--- config.mk ---
export PLATFORM = sky130hd
export DESIGN_NAME = wave_timer
export DESIGN_NICKNAME = d
export VERILOG_FILES = /design/src/core/timer_pkg.sv /design/src/core/wave_timer.sv
export VERILOG_INCLUDE_DIRS = /design/src /design/src/core
export SDC_FILE = /design/constraint.sdc
export NUM_CORES = 1
export LEC_CHECK = 0
export ABC_AREA = 1
export BUFFER_PORTS_ARGS = -buffer_cell sky130_fd_sc_hd__clkbuf_2
export CAP_MARGIN = 20
export CORE_ASPECT_RATIO = 0.9
export CORE_MARGIN = 4
export CORE_UTILIZATION = 25
export DETAILED_ROUTE_END_ITERATION = 10
export HOLD_SLACK_MARGIN = 0.05
export MAX_ROUTING_LAYER = met4
export PLACE_DENSITY = 0.46
export SYNTH_ARGS = -nofsm -noshare
export SYNTH_HDL_FRONTEND = slang
export SYNTH_SLANG_ARGS = --single-unit
--- constraint.sdc ---
create_clock -name MCLK_IN -period 2.1 [get_ports MCLK_IN]
set_input_delay 0.42 -clock MCLK_IN [delete_from_list [all_inputs] [get_ports MCLK_IN]]
set_output_delay 0.42 -clock MCLK_IN [all_outputs]
set_load 0.02 [all_outputs]
--- src/core/timer_regs.svh ---
// Purpose: register map, field positions and constants of the waveform timer
// Assumes: 32-bit classic Wishbone, byte addresses, one register per word
// Notes: definitions only
`ifndef WAVE_TIMER_REGS_SVH
`define WAVE_TIMER_REGS_SVH

// ----------------------------------------
// Register byte addresses
// ----------------------------------------
`define REG_CTRL_ADDR 8'h00
`define REG_COUNT_ADDR 8'h04
`define REG_COMPARE_ADDR 8'h08
`define REG_FLAGS_ADDR 8'h0C

// ----------------------------------------
// Field positions and reset values
// ----------------------------------------
`define CTRL_WIDTH 9
`define CTRL_RESET 9'h000
`define FLAG_OVF_BIT 0
`define FLAG_CMP_BIT 1
`define COUNT_RESET 8'h00
`define COMPARE_RESET 8'h00
`define COUNT_BOTTOM 8'h00
`define COUNT_MAX 8'hFF
`define COUNT_ONE 8'h01

// ----------------------------------------
// Waveform modes and output actions
// ----------------------------------------
`define MODE_NORMAL 2'h0
`define MODE_PHASE_PWM 2'h1
`define MODE_CLEAR_ON_MATCH 2'h2
`define MODE_FAST_PWM 2'h3
`define COS_NONE 2'h0
`define COS_TOGGLE 2'h1
`define COS_CLEAR 2'h2
`define COS_SET 2'h3

// ----------------------------------------
// Prescaler
// ----------------------------------------
`define PRE_WIDTH 10
`define PRE_STOP 3'h0
`define PRE_DIV1 3'h1
`define PRE_MASK8 10'h007
`define PRE_MASK32 10'h01F
`define PRE_MASK64 10'h03F
`define PRE_MASK128 10'h07F
`define PRE_MASK256 10'h0FF
`define PRE_MASK1024 10'h3FF
`define PRE_SEL8 3'h2
`define PRE_SEL32 3'h3
`define PRE_SEL64 3'h4
`define PRE_SEL128 3'h5
`define PRE_SEL256 3'h6

`endif

--- src/core/timer_pkg.sv ---
// Purpose: types shared by the waveform timer
// Assumes: field layout as in timer_regs.svh
// Notes: control word is carried as one packed struct
package timer_pkg;

   typedef struct packed {
      logic [2:0] prescale_sel;
      logic pin_dir;
      logic spare;
      logic [1:0] compare_output_sel;
      logic [1:0] waveform_mode_sel;
   } ctrl_t;

   typedef enum logic {DIR_UP, DIR_DOWN} count_dir_t;

endpackage

--- src/core/wave_timer.sv ---
// Purpose: 8-bit timer with one compare channel and four waveform modes
// Assumes: 250 MHz MCLK_IN, classic Wishbone slave, prescaler built in
// Notes: all outputs come straight from flip-flops
`timescale 1ns/1ps
`default_nettype none
`include "timer_regs.svh"

module wave_timer
   import timer_pkg::*;
(
   input wire logic MCLK_IN,
   input wire logic RST_IN,
   input wire logic WB_CYC_IN,
   input wire logic WB_STB_IN,
   input wire logic WB_WE_IN,
   input wire logic [7:0] WB_ADR_IN,
   input wire logic [3:0] WB_SEL_IN,
   input wire logic [31:0] WB_DAT_IN,
   output logic [31:0] WB_DAT_OUT,
   output logic WB_ACK_OUT,
   output logic COMPARE_OUTPUT_PIN_OUT,
   output logic COMPARE_OUTPUT_PIN_OE_OUT,
   output logic OVERFLOW_FLAG_OUT,
   output logic COMPARE_MATCH_FLAG_OUT
);

   // ----------------------------------------
   // Functions
   // ----------------------------------------
   function automatic logic [`PRE_WIDTH-1:0] pre_mask(input logic [2:0] sel);
      case (sel)
         `PRE_SEL8: pre_mask = `PRE_MASK8;
         `PRE_SEL32: pre_mask = `PRE_MASK32;
         `PRE_SEL64: pre_mask = `PRE_MASK64;
         `PRE_SEL128: pre_mask = `PRE_MASK128;
         `PRE_SEL256: pre_mask = `PRE_MASK256;
         default: pre_mask = `PRE_MASK1024;
      endcase
   endfunction

   // Level after a match for select 2 (clear) or 3 (set)
   function automatic logic match_level(input logic [1:0] cos);
      match_level = (cos == `COS_SET);
   endfunction

   // ----------------------------------------
   // Declarations
   // ----------------------------------------
   ctrl_t ctrl_reg;
   logic [7:0] count_reg;
   logic [7:0] count_next;
   logic [7:0] cmp_buf_reg;
   logic [7:0] cmp_act_reg;
   logic [7:0] cmp_act_next;
   count_dir_t dir_reg;
   count_dir_t dir_next;
   logic [`PRE_WIDTH-1:0] pre_reg;
   logic tick;
   logic block_reg;
   logic ovf_reg;
   logic cmp_flag_reg;
   logic oc_reg;
   logic oc_next;
   logic oe_reg;
   logic ack_reg;
   logic [31:0] rdata_reg;
   logic req;
   logic wr;
   logic wr_count;
   logic wr_compare;
   logic wr_flags;
   logic is_pwm;
   logic at_max;
   logic at_bottom;
   logic match;
   logic ovf_event;
   logic [1:0] mode;
   logic [1:0] cos;

   assign mode = ctrl_reg.waveform_mode_sel;
   assign cos = ctrl_reg.compare_output_sel;
   assign is_pwm = (mode == `MODE_PHASE_PWM) || (mode == `MODE_FAST_PWM);
   assign at_max = (count_reg == `COUNT_MAX);
   assign at_bottom = (count_reg == `COUNT_BOTTOM);
   assign match = (count_reg == cmp_act_reg) && !block_reg;

   // ----------------------------------------
   // Wishbone slave
   // ----------------------------------------
   // One wait state: request taken at first edge, ack at next
   assign req = WB_CYC_IN && WB_STB_IN && !ack_reg;
   assign wr = req && WB_WE_IN && WB_SEL_IN[0];
   assign wr_count = wr && (WB_ADR_IN == `REG_COUNT_ADDR);
   assign wr_compare = wr && (WB_ADR_IN == `REG_COMPARE_ADDR);
   assign wr_flags = wr && (WB_ADR_IN == `REG_FLAGS_ADDR);

   always_ff @(posedge MCLK_IN or posedge RST_IN) begin
      if (RST_IN) begin
         ack_reg <= 1'b0;
      end else begin
         ack_reg <= req;
      end
   end

   always_ff @(posedge MCLK_IN or posedge RST_IN) begin
      if (RST_IN) begin
         rdata_reg <= 32'h0000_0000;
      end else if (req && !WB_WE_IN) begin
         case (WB_ADR_IN)
            `REG_CTRL_ADDR: rdata_reg <= {23'h00_0000, ctrl_reg};
            `REG_COUNT_ADDR: rdata_reg <= {24'h00_0000, count_reg};
            `REG_COMPARE_ADDR: rdata_reg <= {24'h00_0000, cmp_buf_reg};
            `REG_FLAGS_ADDR: rdata_reg <= {30'h0000_0000, cmp_flag_reg, ovf_reg};
            default: rdata_reg <= 32'h0000_0000;
         endcase
      end
   end

   // Mode and output select change at once; never touch the count
   always_ff @(posedge MCLK_IN or posedge RST_IN) begin
      if (RST_IN) begin
         ctrl_reg <= `CTRL_RESET;
      end else if (wr && (WB_ADR_IN == `REG_CTRL_ADDR)) begin
         ctrl_reg[7:0] <= WB_DAT_IN[7:0];
         if (WB_SEL_IN[1]) begin
            ctrl_reg[8] <= WB_DAT_IN[8];
         end
      end
   end

   // ----------------------------------------
   // Prescaler
   // ----------------------------------------
   always_ff @(posedge MCLK_IN or posedge RST_IN) begin
      if (RST_IN) begin
         pre_reg <= '0;
      end else begin
         pre_reg <= pre_reg + `PRE_WIDTH'(1);
      end
   end

   always_comb begin
      if (ctrl_reg.prescale_sel == `PRE_STOP) begin
         tick = 1'b0;
      end else if (ctrl_reg.prescale_sel == `PRE_DIV1) begin
         tick = 1'b1;
      end else begin
         tick = ((pre_reg & pre_mask(ctrl_reg.prescale_sel)) == pre_mask(ctrl_reg.prescale_sel));
      end
   end

   // ----------------------------------------
   // Counter sequence
   // ----------------------------------------
   always_comb begin
      count_next = count_reg + `COUNT_ONE;
      dir_next = dir_reg;
      case (mode)
         `MODE_CLEAR_ON_MATCH: begin
            // Unblocked equality only; a missed top wraps through FF
            if (match) begin
               count_next = `COUNT_BOTTOM;
            end
         end
         `MODE_PHASE_PWM: begin
            if (dir_reg == DIR_UP && at_max) begin
               dir_next = DIR_DOWN;
               count_next = count_reg - `COUNT_ONE;
            end else if (dir_reg == DIR_DOWN && at_bottom) begin
               dir_next = DIR_UP;
            end else if (dir_reg == DIR_DOWN) begin
               count_next = count_reg - `COUNT_ONE;
            end
         end
         default: begin
            // Normal and fast PWM both wrap FF to 00
            dir_next = DIR_UP;
         end
      endcase
   end

   always_ff @(posedge MCLK_IN or posedge RST_IN) begin
      if (RST_IN) begin
         count_reg <= `COUNT_RESET;
         dir_reg <= DIR_UP;
      end else if (wr_count) begin
         count_reg <= WB_DAT_IN[7:0];
      end else if (tick) begin
         count_reg <= count_next;
         dir_reg <= dir_next;
      end
   end

   // Held until the next timer tick, even with the prescaler stopped
   always_ff @(posedge MCLK_IN or posedge RST_IN) begin
      if (RST_IN) begin
         block_reg <= 1'b0;
      end else if (wr_count) begin
         block_reg <= 1'b1;
      end else if (tick) begin
         block_reg <= 1'b0;
      end
   end

   // ----------------------------------------
   // Compare register and buffer
   // ----------------------------------------
   always_ff @(posedge MCLK_IN or posedge RST_IN) begin
      if (RST_IN) begin
         cmp_buf_reg <= `COMPARE_RESET;
      end else if (wr_compare) begin
         cmp_buf_reg <= WB_DAT_IN[7:0];
      end
   end

   always_comb begin
      cmp_act_next = cmp_act_reg;
      if (!is_pwm) begin
         cmp_act_next = cmp_buf_reg;
      end else if (tick && at_max) begin
         cmp_act_next = cmp_buf_reg;
      end
   end

   always_ff @(posedge MCLK_IN or posedge RST_IN) begin
      if (RST_IN) begin
         cmp_act_reg <= `COMPARE_RESET;
      end else begin
         cmp_act_reg <= cmp_act_next;
      end
   end

   // ----------------------------------------
   // Flags
   // ----------------------------------------
   always_comb begin
      case (mode)
         `MODE_PHASE_PWM: ovf_event = at_bottom && dir_reg == DIR_DOWN;
         `MODE_FAST_PWM: ovf_event = at_max;
         default: ovf_event = at_max;
      endcase
   end

   // Hardware set wins over a same-cycle write-one clear
   always_ff @(posedge MCLK_IN or posedge RST_IN) begin
      if (RST_IN) begin
         ovf_reg <= 1'b0;
      end else if (tick && ovf_event) begin
         ovf_reg <= 1'b1;
      end else if (wr_flags && WB_DAT_IN[`FLAG_OVF_BIT]) begin
         ovf_reg <= 1'b0;
      end
   end

   always_ff @(posedge MCLK_IN or posedge RST_IN) begin
      if (RST_IN) begin
         cmp_flag_reg <= 1'b0;
      end else if (tick && match) begin
         cmp_flag_reg <= 1'b1;
      end else if (wr_flags && WB_DAT_IN[`FLAG_CMP_BIT]) begin
         cmp_flag_reg <= 1'b0;
      end
   end

   // ----------------------------------------
   // Waveform generator
   // ----------------------------------------
   always_comb begin
      oc_next = oc_reg;
      if (cos == `COS_NONE) begin
         oc_next = oc_reg;
      end else if (cos == `COS_TOGGLE) begin
         if (match) begin
            oc_next = !oc_reg;
         end
      end else begin
         case (mode)
            `MODE_FAST_PWM: begin
               // Bottom set beats a match at max: constant level
               if (at_max) begin
                  oc_next = !match_level(cos);
               end else if (match) begin
                  oc_next = match_level(cos);
               end
            end
            `MODE_PHASE_PWM: begin
               if (at_max && dir_reg == DIR_UP) begin
                  // Turning point; new compare is loaded here
                  if (cmp_act_next == `COUNT_MAX) begin
                     oc_next = !match_level(cos);
                  end else begin
                     oc_next = match_level(cos);
                  end
               end else if (match) begin
                  // A match at zero counts as an up match
                  if (dir_reg == DIR_UP || at_bottom) begin
                     oc_next = match_level(cos);
                  end else begin
                     oc_next = !match_level(cos);
                  end
               end
            end
            default: begin
               if (match) begin
                  oc_next = match_level(cos);
               end
            end
         endcase
      end
   end

   always_ff @(posedge MCLK_IN or posedge RST_IN) begin
      if (RST_IN) begin
         oc_reg <= 1'b0;
      end else if (tick) begin
         oc_reg <= oc_next;
      end
   end

   // Internal level kept while the pin floats
   always_ff @(posedge MCLK_IN or posedge RST_IN) begin
      if (RST_IN) begin
         oe_reg <= 1'b0;
      end else begin
         oe_reg <= ctrl_reg.pin_dir && (cos != `COS_NONE);
      end
   end

   assign WB_ACK_OUT = ack_reg;
   assign WB_DAT_OUT = rdata_reg;
   assign COMPARE_OUTPUT_PIN_OUT = oc_reg;
   assign COMPARE_OUTPUT_PIN_OE_OUT = oe_reg;
   assign OVERFLOW_FLAG_OUT = ovf_reg;
   assign COMPARE_MATCH_FLAG_OUT = cmp_flag_reg;

endmodule
`default_nettype wire

==> run metrics <==
most used cell, CP=nand2_1; Hold Slack=309 ps; post-DP HPWL=7790 um; global route total overflow=0; largest net degree at the start of global routing=34; Worst setup endpoint=COMPARE_OUTPUT_PIN_OUT$_DFFE_PP0P_; Horiz. Die Dim=132 um; Initial Utilization=0.257; CP peak stage delay=420 ps; Peak supply drop=380 uV; clock latency on the worst-skew pair=330 ps; Cells after DPL=689; flop2flop setup slack=-110 ps; count of cell types in the netlist=39; Hold WC Path Type=in2reg; post-synthesis sequential area ratio=0.427; CP Capture Type=flip-flop; Die Y=120 um; crit start category=flip-flop; Total Routing Usage GR=0.139; worst r2r src=count_reg[0]$_DFFE_PP0P_; clk root buf=clkbuf_16; top_reg_cell synth=dfrtp_1; Final Non-Filler Cells=728; Ant. Diodes=0; Multi-input gate area=1890 um2; CP Buf/Inv Count=0; gpl congestion=0.853; Slew Limit Fails=0; Worst Path Arrival=2430 ps; FP Rows=40; clk sinks=59; Clock transition at path regs=50 ps; Final WS setup=-110 ps; Layout area overhead=41.6%; Worst R2R End=COMPARE_OUTPUT_PIN_OUT$_DFFE_PP0P_; first-pass GRT wire length=16700 um; power density over the cells=590 nW/um2; initial antenna violation count=0; core area=13500 um2; Die Area=15800 um2; class of the most critical setup path=reg2reg; Cell Chain, Critical Path=ha_4, nand2_4, nor2_4, nand4_4, nor2_4, nand2_8, nand2_8, nand2_2, nand2_1, nand2_1, nor2_1, nand2_2, nand2_2, nand3_1, nand3_1, nand2_1, nand2_1, nand2_1; CTS tree=done; final hold violations=0; I/O Pins=86; Synth Instances=439; stages on the worst setup path=18; Fillers=1355; number of synthesized flops with an enable pin=0; dpl cell area=4140 um2; Vias/cell=4.43; clk buf depth=2; # DRC=0; Placement Setup Slack=-171 ps; ys async rst share=1.00; Leak Pwr=2.37 nW; max cap viols=0; fin util=0.364; vias in the first global route=3201; Initial DRC Count=152; fin crit share=1.05; fin nets=611; synthesized area=3460 um2; final wirelength=10300 um; failing checks=setup timing; final setup vio count=4; max frequency=452 MHz; CP top delay family=simple AND/OR/NAND/NOR gates; WL/cell=14.2 um; Worst Path Required=2320 ps; crit path time final=2210 ps; CP max stage cell=dfrtp_1; Reg2Reg Depth=18; # H-tree levels=3; Reg area=1480 um2; fin area=4900 um2; worst-path maximum fanout=8; number of CTS-inserted buffers=9; Synth Register Bits=59; synth warn=0; Final ANT Viol Nets=0; DR pass1 iterations=4; Largest register FFs=10; clock skew=7.60 ps; RSZ-0062 raised after global routing=true; share of cells above drive strength 1=0.357; Critical Path Source=count_reg[0]$_DFFE_PP0P_; Mean Syn Cell Area=7.88 um2; status=finished with violations; vias=3227; port buffer count=37
## report_power, final
group	leakage, nW	switching (mW)	total (mW)	internal (mW)
logic	1.49	0.129	0.184	0.0544
registers	0.720	0.00885	1.16	1.15
clock network	0.155	0.510	1.55	1.04
## worst min path at each step
stage / start / endpoint / cells after the start
6_report: WB_STB_IN / WB_ACK_OUT$_DFF_PP0_ / 3
5_1_grt: WB_STB_IN / WB_ACK_OUT$_DFF_PP0_ / 3
4_1_cts: WB_STB_IN / WB_ACK_OUT$_DFF_PP0_ / 3
3_5_place_dp: RST_IN / WB_ACK_OUT$_DFF_PP0_ / 2
3_3_place_gp: RST_IN / WB_ACK_OUT$_DFF_PP0_ / 2
2_1_floorplan: pre_reg[0]$_DFF_PP0_ / pre_reg[0]$_DFF_PP0_ / 1
## worst reg2reg max path, cell delays in order (launching register included)
cell and delay [ps]:
dfrtp_1 420, ha_4 180, nand2_4 60, nor2_4 140
nand4_4 110, nor2_4 190, nand2_8 100, nand2_8 100
nand2_2 60, nand2_1 90, nand2_1 60, nor2_1 120
nand2_2 90, nand2_2 80, nand3_1 60, nand3_1 80
nand2_1 60, nand2_1 50, nand2_1 40
## stage by stage
step / power [mW] / setup TNS, ps
after detailed placement: 1.35 / -824
final: 2.89 / -210
after global placement: 1.34 / -1060
after CTS: 2.91 / -341
after floorplan: 1.30 / 0
after global routing: 2.99 / -1180
## cell families (layout without fill, tap and decap cells)
family          Yosys count  count (layout)  share of synthesized area
flops                    59              59                      0.427
compound gates           82              82                      0.141
mux                       2               2                    0.00651
buf+inv                  83             182                      0.115
xor+xnor                 17              17                     0.0430
fa+ha+maj                 6               6                     0.0217
other cells               1              23                    0.00108
simple gates            189             189                      0.245
## cell usage in the layout (no fill, tap or decap), types with 3 or more instances in the layout
| cell type | synthesis | final |
|---|---|---|
| a21oi_1 | 17 | 16 |
| buf_4 | 23 | 66 |
| buf_6 | 0 | 7 |
| clkbuf_16 | 0 | 9 |
| clkbuf_2 | 0 | 37 |
| clkbuf_8 | 0 | 4 |
| conb_1 | 1 | 23 |
| dfrtp_1 | 59 | 56 |
| dfrtp_2 | 0 | 3 |
| ha_1 | 6 | 3 |
| inv_1 | 52 | 43 |
| inv_2 | 1 | 10 |
| nand2_1 | 96 | 77 |
| nand2_2 | 6 | 24 |
| nand3_1 | 25 | 24 |
| nor2_1 | 35 | 29 |
| nor2_2 | 2 | 5 |
| nor2_4 | 1 | 4 |
| nor3_1 | 8 | 6 |
| nor4_1 | 4 | 3 |
| o211ai_1 | 7 | 7 |
| o21ai_0 | 37 | 31 |
| o21ai_1 | 2 | 7 |
| o221ai_1 | 4 | 3 |
| o22ai_1 | 8 | 8 |
| or2_2 | 4 | 4 |
| xnor2_1 | 3 | 3 |
| xor2_1 | 14 | 13 |
## per-layer routing
| metal | vias up | wire length [um] | global-route usage |
|---|---|---|---|
| met5 | - | 0 | - |
| met4 | 0 | 206 | 0.0453 |
| met3 | 12 | 425 | 0.0323 |
| met2 | 72 | 4620 | 0.203 |
| met1 | 1512 | 5080 | 0.190 |
| li1 | 1631 | - | - |
## repair_timing
| item | 4_1_cts | 5_1_grt |
|---|---|---|
| pin swaps | 13 | 30 |
| setup endpoints to repair | 9 | 10 |
| endpoints found under the hold margin | 5 | 0 |
| buffers inserted | 10 | 14 |
| gates resized for setup | 30 | 49 |
| hold buffers | 1 | 0 |
## cell type report
type	instances	area share
clock buffers	14	0.0580
clock inverters	1	0.00613
multi-input cells	319	0.387
flip-flops and latches	59	0.302
repair buffers	112	0.161
well taps	168	0.0429
inverters	55	0.0432
## cell usage after synthesis (4+ instances only)
master / instances / area, um2
buf_4: 23 / 173
ha_1: 6 / 75.1
nand2_1: 96 / 360
or2_2: 4 / 25.0
clkbuf_1: 4 / 15.0
xor2_1: 14 / 123
o21ai_0: 37 / 185
nor3_1: 8 / 40.0
o221ai_1: 4 / 35.0
nor4_1: 4 / 25.0
inv_1: 52 / 195
dfrtp_1: 59 / 1480
nor2_1: 35 / 131
nand3_1: 25 / 125
nand2_2: 6 / 37.5
a21oi_1: 17 / 85.1
o22ai_1: 8 / 50.1
o211ai_1: 7 / 52.6
(Power assumes the default switching activity.)
